==> config.mk <==
export PLATFORM = sky130hd
export DESIGN_NAME = tbr_timebase
export DESIGN_NICKNAME = d
export VERILOG_FILES = /design/src/tbr_pkg.sv /design/src/tbr_tick_if.sv /design/src/tbr_timebase.sv /design/src/tbr_phase_acc.sv
export SDC_FILE = /design/constraint.sdc
export NUM_CORES = 1
export LEC_CHECK = 0
export ABC_AREA = 1
export CAP_MARGIN = 20
export CORE_MARGIN = 4
export CORE_UTILIZATION = 32
export CTS_BUF_LIST = sky130_fd_sc_hd__clkbuf_8
export DETAILED_ROUTE_END_ITERATION = 10
export DONT_BUFFER_PORTS = 1
export GPL_TIMING_DRIVEN = 0
export SLEW_MARGIN = 20
export SYNTH_ARGS = -nofsm -noshare
export SYNTH_HDL_FRONTEND = slang
export SYNTH_SLANG_ARGS = --single-unit
==> constraint.sdc <==
create_clock -name clk_sys_i -period 3.3 [get_ports clk_sys_i]
set_input_delay 0.495 -clock clk_sys_i [delete_from_list [all_inputs] [get_ports clk_sys_i]]
set_output_delay 0.495 -clock clk_sys_i [all_outputs]
set_load 0.03 [all_outputs]
==> src/tbr_pkg.sv <==
// Constants shared by the timebase and reference clock routing block.
// Assumes a single 250 MHz system clock; every slower rate but the 10 MHz square wave is an enable pulse.
package tbr_pkg;

  // ---------------------------------------------------------------------------
  // Rates and dividers
  // ---------------------------------------------------------------------------
  localparam int CLK_MHZ    = 250;  // System clock rate.
  localparam int MASTER_MHZ = 100;  // Master timebase rate.
  localparam int REF10_MHZ  = 10;   // Exported reference clock rate.
  localparam int DIV_20M    = 5;    // 100 MHz to 20 MHz.
  localparam int DIV_100K   = 200;  // 20 MHz to 100 kHz.
  localparam logic [2:0] DIV20_LAST  = 3'(DIV_20M - 1);
  localparam logic [7:0] DIV100K_LAST = 8'(DIV_100K - 1);

  // Phase accumulator steps: a tick fires when the sum wraps past the modulus.
  localparam logic [7:0] ACC_MOD      = 8'(CLK_MHZ);
  localparam logic [7:0] MASTER_INC   = 8'(MASTER_MHZ);
  localparam logic [7:0] REF10_INC    = 8'(2 * REF10_MHZ);  // Two toggles per period.

  // ---------------------------------------------------------------------------
  // Reference tracking
  // ---------------------------------------------------------------------------
  localparam int LOCK_TIMEOUT_NS = 1000;  // Longest gap between reference edges.
  localparam int LOCK_TO_CYC     = (LOCK_TIMEOUT_NS * CLK_MHZ) / 1000;
  localparam logic [9:0] LOCK_TO_LAST = 10'(LOCK_TO_CYC);
  localparam logic [2:0] LOCK_EDGES   = 3'h4;  // Edges in a row counted; lock sets on the next edge.

  // ---------------------------------------------------------------------------
  // External reference selection codes
  // ---------------------------------------------------------------------------
  localparam int NUM_SYNC = 8;
  localparam int NUM_PFT  = 16;
  localparam int NUM_SRC  = 28;
  typedef logic [4:0] tbr_sel_type;
  localparam tbr_sel_type SEL_SYNC_BASE = 5'h00;  // Shared sync-bus lines 0..7.
  localparam tbr_sel_type SEL_PFT_BASE  = 5'h08;  // Function terminals 0..15.
  localparam tbr_sel_type SEL_BP100     = 5'h18;  // Backplane 100 MHz clock.
  localparam tbr_sel_type SEL_STAR      = 5'h19;  // Star trigger.
  localparam tbr_sel_type SEL_DSTAR_A   = 5'h1a;  // Differential star A.
  localparam tbr_sel_type SEL_DSTAR_B   = 5'h1b;  // Differential star B.
  localparam tbr_sel_type SEL_LIMIT     = 5'(NUM_SRC);

endpackage : tbr_pkg

==> src/tbr_tick_if.sv <==
// Carrier between the timebase top and its phase accumulators.
// Assumes both ends run on the same system clock.
`timescale 1ns/1ps
interface tbr_tick_if;
  logic phase_rst;  // Realign the accumulator phase to zero.
  logic tick;       // One-cycle enable at the generated rate.
  modport gen (input phase_rst, output tick);
  modport use_ (output phase_rst, input tick);
endinterface : tbr_tick_if

==> src/tbr_timebase.sv <==
// Timebase generation and reference clock routing for the acquisition device.
// Assumes one 250 MHz clock; timebases leave as one-cycle enables, pins pass four flops.
//
// How it works
// - A 100 MHz master enable comes from oscillator or from the tracked reference.
// - The 20 MHz enable is the master divided by five, phase related.
// - The 100 kHz enable is the 20 MHz enable divided by 200.
// - Each counter picks 20 MHz or 100 kHz; both also go to analog timing.
// - Reference select covers sync bus, terminals, backplane clock, star, star A, B.
// - With the loop on, the selected reference realigns the master enable phase.
// - Loop on/off and source changes apply only while no task runs.
// - A 10 MHz reference is divided from the oscillator, apart from the loop.
// - The 10 MHz reference may drive any sync-bus line or function terminal.
// - Initiator exports 10 MHz on a shared line; all, itself too, select that line.
// - The backplane 100 MHz clock can be selected as reference.
// - The star trigger line can be selected as reference.
// - The USB variant neither drives nor selects sync-bus lines.
`timescale 1ns/1ps
module tbr_timebase
  import tbr_pkg::*;
#(
  parameter bit USB_VARIANT = 1'b0,  // Build without shared sync-bus support.
  parameter int NUM_CTR     = 4      // Number of general-purpose counters.
) (
  input  wire logic                 clk_sys_i,       // System clock, 250 MHz.
  input  wire logic                 arst_n_i,        // Asynchronous reset, active low.
  input  wire logic                 pll_en_i,        // Requested loop enable.
  input  wire tbr_pkg::tbr_sel_type ref_sel_i,       // Requested reference source.
  input  wire logic                 tasks_busy_i,    // Any subsystem task running.
  input  wire logic [NUM_CTR-1:0]   ctr_tb_sel_i,    // Per counter: 1 picks 100 kHz.
  input  wire logic [7:0]           sync_bus_i,      // Shared sync-bus pin levels.
  input  wire logic [15:0]          pft_i,           // Function terminal pin levels.
  input  wire logic                 bp100_i,         // Backplane 100 MHz clock.
  input  wire logic                 star_i,          // Star trigger line.
  input  wire logic                 dstar_a_i,       // Differential star A.
  input  wire logic                 dstar_b_i,       // Differential star B.
  input  wire logic [7:0]           exp_sync_en_i,   // Export 10 MHz on sync line.
  input  wire logic [15:0]          exp_pft_en_i,    // Export 10 MHz on terminal.
  output logic                      tick_100m_o,     // Master enable.
  output logic                      tick_20m_o,      // 20 MHz enable.
  output logic                      tick_100k_o,     // 100 kHz enable.
  output logic [NUM_CTR-1:0]        ctr_tick_o,      // Counter source enables.
  output logic                      ref10_o,         // 10 MHz square wave.
  output logic [7:0]                sync_bus_o,      // Sync-bus drive level.
  output logic [7:0]                sync_bus_oe_n_o, // Sync-bus enable, low drives.
  output logic [15:0]               pft_o,           // Terminal drive level.
  output logic [15:0]               pft_oe_n_o,      // Terminal enable, low drives.
  output logic                      pll_on_o,        // Loop path active.
  output tbr_pkg::tbr_sel_type      ref_sel_o,       // Applied reference source.
  output logic                      cfg_pending_o,   // Request held off by busy.
  output logic                      pll_locked_o     // Reference edges arriving.
);
  import tbr_pkg::*;

  // ---------------------------------------------------------------------------
  // Pin synchronisers
  // ---------------------------------------------------------------------------
  logic [NUM_SRC-1:0] ext_raw;
  logic [NUM_SRC-1:0] s1_r, s2_r, s3_r, sq_r;
  logic [31:0]        ext_f;

  assign ext_raw = {dstar_b_i, dstar_a_i, star_i, bp100_i, pft_i, sync_bus_i};

  // A level counts only once the second and third stages agree; the first stage feeds the second alone.
  for (genvar g = 0; g < NUM_SRC; g++) begin : g_sync
    always_ff @(posedge clk_sys_i or negedge arst_n_i) begin
      if (!arst_n_i) begin
        s1_r[g] <= 1'b0;
        s2_r[g] <= 1'b0;
        s3_r[g] <= 1'b0;
        sq_r[g] <= 1'b0;
      end else begin
        s1_r[g] <= ext_raw[g];
        s2_r[g] <= s1_r[g];
        s3_r[g] <= s2_r[g];
        if (s2_r[g] == s3_r[g]) begin
          sq_r[g] <= s3_r[g];
        end
      end
    end
  end
  assign ext_f = {{(32 - NUM_SRC){1'b0}}, sq_r};

  // ---------------------------------------------------------------------------
  // Configuration
  // ---------------------------------------------------------------------------
  logic        pll_on_r;
  tbr_sel_type ref_sel_r;
  logic        sel_ok;
  logic        cfg_diff;
  logic        pending_r;

  // Sync-bus codes are refused on the USB build; codes past the table never apply.
  assign sel_ok   = (ref_sel_i < SEL_LIMIT) && !(USB_VARIANT && ref_sel_i < SEL_PFT_BASE);
  assign cfg_diff = (pll_en_i != pll_on_r) || (sel_ok && ref_sel_i != ref_sel_r);

  // Switching the loop disturbs every subsystem's clock, so changes wait for an idle device.
  always_ff @(posedge clk_sys_i or negedge arst_n_i) begin
    if (!arst_n_i) begin
      pll_on_r  <= 1'b0;
      // The USB build has no sync bus, so its idle code must already be a terminal.
      ref_sel_r <= USB_VARIANT ? SEL_PFT_BASE : SEL_SYNC_BASE;
      pending_r <= 1'b0;
    end else begin
      pending_r <= cfg_diff && tasks_busy_i;
      if (!tasks_busy_i) begin
        pll_on_r <= pll_en_i;
        if (sel_ok) begin
          ref_sel_r <= ref_sel_i;
        end
      end
    end
  end

  // ---------------------------------------------------------------------------
  // Reference edge and lock tracking
  // ---------------------------------------------------------------------------
  logic       ref_lvl_r;
  logic       ref_rise;
  logic [9:0] gap_r;
  logic [2:0] edges_r;
  logic       locked_r;

  assign ref_rise = ext_f[ref_sel_r] && !ref_lvl_r;

  // A reference pulled away mid-task shows as lost lock; the timebases fall back to free-running phase.
  always_ff @(posedge clk_sys_i or negedge arst_n_i) begin
    if (!arst_n_i) begin
      ref_lvl_r <= 1'b0;
      gap_r     <= 10'h000;
      edges_r   <= 3'h0;
      locked_r  <= 1'b0;
    end else begin
      ref_lvl_r <= ext_f[ref_sel_r];
      if (!pll_on_r || gap_r == LOCK_TO_LAST) begin
        gap_r    <= 10'h000;
        edges_r  <= 3'h0;
        locked_r <= 1'b0;
      end else if (ref_rise) begin
        gap_r <= 10'h000;
        if (edges_r == LOCK_EDGES) begin
          locked_r <= 1'b1;
        end else begin
          edges_r <= edges_r + 3'h1;
        end
      end else begin
        gap_r <= gap_r + 10'h001;
      end
    end
  end

  // ---------------------------------------------------------------------------
  // Master, 10 MHz and divided timebases
  // ---------------------------------------------------------------------------
  tbr_tick_if m_if ();
  tbr_tick_if r_if ();

  // Backplane 100 MHz cannot be resolved at this sample rate; only its sampled edges realign.
  assign m_if.phase_rst = pll_on_r && ref_rise;
  assign r_if.phase_rst = 1'b0;

  tbr_phase_acc #(.INC(MASTER_INC), .MOD(ACC_MOD)) u_master (
    .clk_sys_i (clk_sys_i),
    .arst_n_i  (arst_n_i),
    .tk        (m_if.gen)
  );

  tbr_phase_acc #(.INC(REF10_INC), .MOD(ACC_MOD)) u_ref10 (
    .clk_sys_i (clk_sys_i),
    .arst_n_i  (arst_n_i),
    .tk        (r_if.gen)
  );

  logic [2:0] div20_r;
  logic [7:0] div100k_r;

  // The 100 kHz count advances on the registered 20 MHz enable so both stay phase related.
  always_ff @(posedge clk_sys_i or negedge arst_n_i) begin
    if (!arst_n_i) begin
      div20_r     <= 3'h0;
      div100k_r   <= 8'h00;
      tick_100m_o <= 1'b0;
      tick_20m_o  <= 1'b0;
      tick_100k_o <= 1'b0;
    end else begin
      tick_100m_o <= m_if.tick;
      tick_20m_o  <= 1'b0;
      tick_100k_o <= 1'b0;
      if (m_if.tick) begin
        if (div20_r == DIV20_LAST) begin
          div20_r    <= 3'h0;
          tick_20m_o <= 1'b1;
        end else begin
          div20_r <= div20_r + 3'h1;
        end
      end
      if (tick_20m_o) begin
        if (div100k_r == DIV100K_LAST) begin
          div100k_r   <= 8'h00;
          tick_100k_o <= 1'b1;
        end else begin
          div100k_r <= div100k_r + 8'h01;
        end
      end
    end
  end

  // Each counter picks its own source; analog timing takes the shared enables directly.
  for (genvar c = 0; c < NUM_CTR; c++) begin : g_ctr
    always_ff @(posedge clk_sys_i or negedge arst_n_i) begin
      if (!arst_n_i) begin
        ctr_tick_o[c] <= 1'b0;
      end else begin
        ctr_tick_o[c] <= ctr_tb_sel_i[c] ? tick_100k_o : tick_20m_o;
      end
    end
  end

  // ---------------------------------------------------------------------------
  // Reference export and status
  // ---------------------------------------------------------------------------
  // Export uses the oscillator-derived square wave so it never depends on the loop.
  always_ff @(posedge clk_sys_i or negedge arst_n_i) begin
    if (!arst_n_i) begin
      ref10_o         <= 1'b0;
      sync_bus_o      <= 8'h00;
      sync_bus_oe_n_o <= 8'hff;
      pft_o           <= 16'h0000;
      pft_oe_n_o      <= 16'hffff;
    end else begin
      if (r_if.tick) begin
        ref10_o <= !ref10_o;
      end
      sync_bus_o      <= {8{ref10_o}};
      sync_bus_oe_n_o <= USB_VARIANT ? 8'hff : ~exp_sync_en_i;
      pft_o           <= {16{ref10_o}};
      pft_oe_n_o      <= ~exp_pft_en_i;
    end
  end

  assign pll_on_o      = pll_on_r;
  assign ref_sel_o     = ref_sel_r;
  assign cfg_pending_o = pending_r;
  assign pll_locked_o  = locked_r;
endmodule : tbr_timebase

==> src/tbr_phase_acc.sv <==
// Fractional rate generator: one-cycle tick at INC/MOD of the system clock.
// Assumes INC is below MOD; the tick comes straight from a flip-flop.
`timescale 1ns/1ps
module tbr_phase_acc #(
  parameter logic [7:0] INC = 8'h64,  // Step per clock.
  parameter logic [7:0] MOD = 8'hfa   // Wrap modulus.
) (
  input  wire logic  clk_sys_i,  // System clock.
  input  wire logic  arst_n_i,   // Asynchronous reset, active low.
  tbr_tick_if.gen    tk          // Phase realign in, tick out.
);

  logic [7:0] acc_r;
  logic [8:0] sum;

  assign sum = {1'b0, acc_r} + {1'b0, INC};

  // A realign clears both phase and any pending tick so the next tick lands a fixed time after it.
  always_ff @(posedge clk_sys_i or negedge arst_n_i) begin
    if (!arst_n_i) begin
      acc_r   <= 8'h00;
      tk.tick <= 1'b0;
    end else if (tk.phase_rst) begin
      acc_r   <= 8'h00;
      tk.tick <= 1'b0;
    end else if (sum >= {1'b0, MOD}) begin
      acc_r   <= 8'(sum - {1'b0, MOD});
      tk.tick <= 1'b1;
    end else begin
      acc_r   <= sum[7:0];
      tk.tick <= 1'b0;
    end
  end

endmodule : tbr_phase_acc

==> results by group <==
Setup path
  – Worst path max stage delay: 0.97 ns
  – Worst EP arrival: 1.72 ns
  – R2R Path End: u_master.acc_r[2]
  – Critical Path End Type: output port
  – CP cell instances: buf_4
  – R2R depth: 10
  – Crit Path Max Fanout: 24
  – Slowest stage cell, crit path: dfrtp_1
  – CP Launch Type: register
  – Flop2flop setup slack: 1.23 ns
  – Crit path from: sync_bus_o[0]
  – WP data required: 2.80 ns
  – Crit-path leading delay family: flip-flops
  – Crit Path Category: register to output port
  – Buf+Inv Stages, Crit Path: 1
  – R2R Path Start: ref_sel_o[1]

Logic synthesis
  – Yosys top cell area share: 57.5%
  – Synth Area in Adders: 6.49%
  – Synth Area in XOR/XNOR: 2.70%
  – Synth area leader: dfrtp_1
  – Area share of and/or/nand/nor cells after synthesis: 14.0%
  – Flops & latches, synth: 194
  – Mapped Cells: 660
  – Post-synthesis mux area share: 0%
  – Yosys warning total: 0
  – Compound-Gate Fraction of Synth Area: 2.60%
  – Post-Syn Area: 7400 sq um
  – Synthesized net count: 741
  – Largest family of logic cells by synthesized area: simple AND/OR/NAND/NOR gates
  – Seq/Total Area, Yosys: 66.0%
  – Post-synth cell types: 35
  – Area contributors post-synth: dfrtp_1, dfstp_2, nand2_1, inv_1, maj3_1
  – Synth Area per Inst: 11.2 sq um

Timing
  – Fin. Hold Viols: 194
  – Post-layout minimum cycle time: 2.22 ns
  – RSZ-0062 raised after global routing: false
  – Worst Max-Slew Pin Slew: 0.929 ns
  – Hold slack: -0.263 ns
  – Layout Skew: 0.0202 ns
  – Max-slew violations: 0
  – Highest clock rate: 0.451 GHz
  – # setup viols final: 0
  – Period utilization: 67.1%
  – Post-route setup slack: 1.08 ns
  – Slew headroom: 38.0%
  – Setup_tns: 0 ns

Die
  – Core ar.: 22700 sq um
  – Die H: 160 um
  – DIE AREA: 25600 sq um
  – IO Count: 129
  – Die span in x: 160 um
  – # rows: 55
  – Initial Util: 32.6%

Finish
  – Layout cells sized above 1: 15.2%
  – Most frequent cells in the layout: dfrtp_1, nand2_1, inv_1
  – Final-stage net count: 771
  – Diode count: 0
  – Layout overhead on the synthesized area: 11.7%
  – Footprint of the multi-input gates: 1910 sq um
  – Filler Cells Inserted: 2242
  – Cell Count, Final, Fillers Out: 988
  – Commonest non-fill, non-tap cell in the layout: dfrtp_1
  – FF/Latch Area: 4880 sq um

Pwr
  – Switch share: 32.0%
  – Internal: 3.52 mW
  – Pwr dens: 626 nW/um^2
  – Clock power frac: 29.0%
  – Sequential share of power: 55.3%
  – Pleak: 3.95 nW
  – Combinational power share: 15.7%
  – Sw power: 1.65 mW
  – Total power: 5.18 mW
  – Peak supply drop: 0.000290 V

Run
  – Max-Cap Viols: 0

Placement
  – Final RePlAce weighted congestion: 0.748
  – Port bufs: 0
  – DP Worst Slack: 1.21 ns
  – Final HPWL DP: 8500 um
  – DP Cell Count: 945

Global route
  – First-pass GRT wire length: 20600 um
  – Total GRT Usage: 9.86%
  – Gr ovfl total: 0
  – Largest net degree at the start of global routing: 195
  – GR Util met1: 13.3%
  – Vias in the first global route: 4035
  – Met2 Use GR: 15.4%
  – Met3 Use GR: 2.86%
  – Initial antenna violation count: 0
  – GR peak layer: met2

Routing
  – Vias: 4243
  – Router iterations before antenna repair: 4
  – Initial DRC count: 136
  – Final wirelength: 12400 um
  – Drt wl/cell: 12.5 um
  – DRC viols: 0
  – Vias per inst: 4.29
  – Post-DRT Antenna Nets: 0

Clock tree
  – H-tree Lvls: 4
  – CTS resizes: 0
  – Worst-skew pair later-pin latency: 0.45 ns
  – CTS tree: built
  – TritonCTS buffer count: 17
  – Post-CTS setup buffer count: 0
  – Sink Count: 194
  – Reg clk slew, reported paths: 0.11 ns
  – CTS Buffer Depth: 2
  – Root Buffer: clkbuf_8

Status
  – Failing checks: hold timing
  – Status: complete, but fails checks

Worst hold path
  – Min-Delay Path Class: input pin to async pin
registers in the layout, summed over array words and instances, names as in the netlist, 3 cells and up:
name	flops
div20_r	3
pft_oe_n_o	16
edges_r	3
u_ref10.acc_r	7
s2_r	28
ext_f	28
s1_r	28
div100k_r	8
ctr_tick_o	4
s3_r	28
gap_r	10
ref_sel_o	5
u_master.acc_r	7
sync_bus_oe_n_o	8
worst register-to-register path: stages (launching register included):
cell	delay [ns]
dfrtp_1	0.54
buf_2	0.30
inv_2	0.15
nand3_1	0.11
nand2_1	0.05
nor2_1	0.12
nor2_1	0.09
nand2_1	0.10
nand4_1	0.16
inv_1	0.26
nor2_1	0.08
worst max-delay path by stage:
stage                                   to  slack [ns]  cells after the start
after floorplan           u_ref10.acc_r[5]        1.53                     10
after global placement    u_master.tk.tick        1.22                     10
after detailed placement  u_master.tk.tick        1.21                     10
after CTS                        pft_o[12]        0.99                      1
after global routing             pft_o[12]        0.89                      1
final                            pft_o[12]        1.08                      1
kinds of logic after synthesis:
group | after synthesis
buffers and inverters | 129
AND/OR/NAND/NOR | 235
XOR/XNOR | 22
AO/OA/AOI/OAI | 36
flip-flops | 194
adder cells (fa/ha/maj) | 44
cell usage after synthesis:
cell,count
o21ai_1,1
or2_4,2
nor2_1,44
nand4_1,6
buf_4,25
nor3_2,4
a21oi_1,11
nor2_2,4
nand2_2,2
o21ai_0,19
inv_1,95
nand2_4,1
a21boi_0,1
nand3_2,1
nand3_1,41
and3_1,1
inv_2,4
a31oi_1,2
a21oi_2,1
xnor2_1,6
nand2_1,119
xor2_1,15
nor3_1,5
ha_1,16
dfstp_2,24
xor2_2,1
nor3b_1,3
dfrtp_1,170
buf_6,3
or2_2,1
maj3_1,28
o41ai_1,1
buf_2,1
inv_4,1
nand3b_1,1
area by class of cell:
type,instances,area share (%)
sequential,194,59.1
multi-input combinational,337,23.1
inverter,100,4.57
tap,285,4.31
clock buffer,17,2.83
buffer,29,2.74
clock inverter,15,2.04
timing repair buffer,11,1.33
metrics by stage:
step	cell area (sq um)	hold slack [ns]	util, %
after global routing	8270	-0.321	36.4
final	8270	-0.263	36.4
after global placement	7760	0.206	34.2
after CTS	8160	-0.322	35.9
after floorplan	7400	0.199	-
after detailed placement	7760	0.204	34.2
per-layer routing:
metal  up-vias  share of wire [%]  wire, um
met5         -                  0         0
met4         0                1.2       146
met3         7                5.3       653
met2       111                 47      5850
met1      2028                 46      5740
li1       2097                  -         -
power by group through the flow:
stage | Sequential [mW] | Clock (mW) | Combinational [mW]
finish | 2.86 | 1.50 | 0.813
global route | 2.90 | 1.67 | 0.954
CTS | 2.87 | 1.57 | 0.816
detailed placement | 2.92 | 0 | 0.812
global placement | 2.91 | 0 | 0.794
floorplan | 2.86 | 0 | 0.677
No activity file was read; power rests on OpenSTA's default activity.
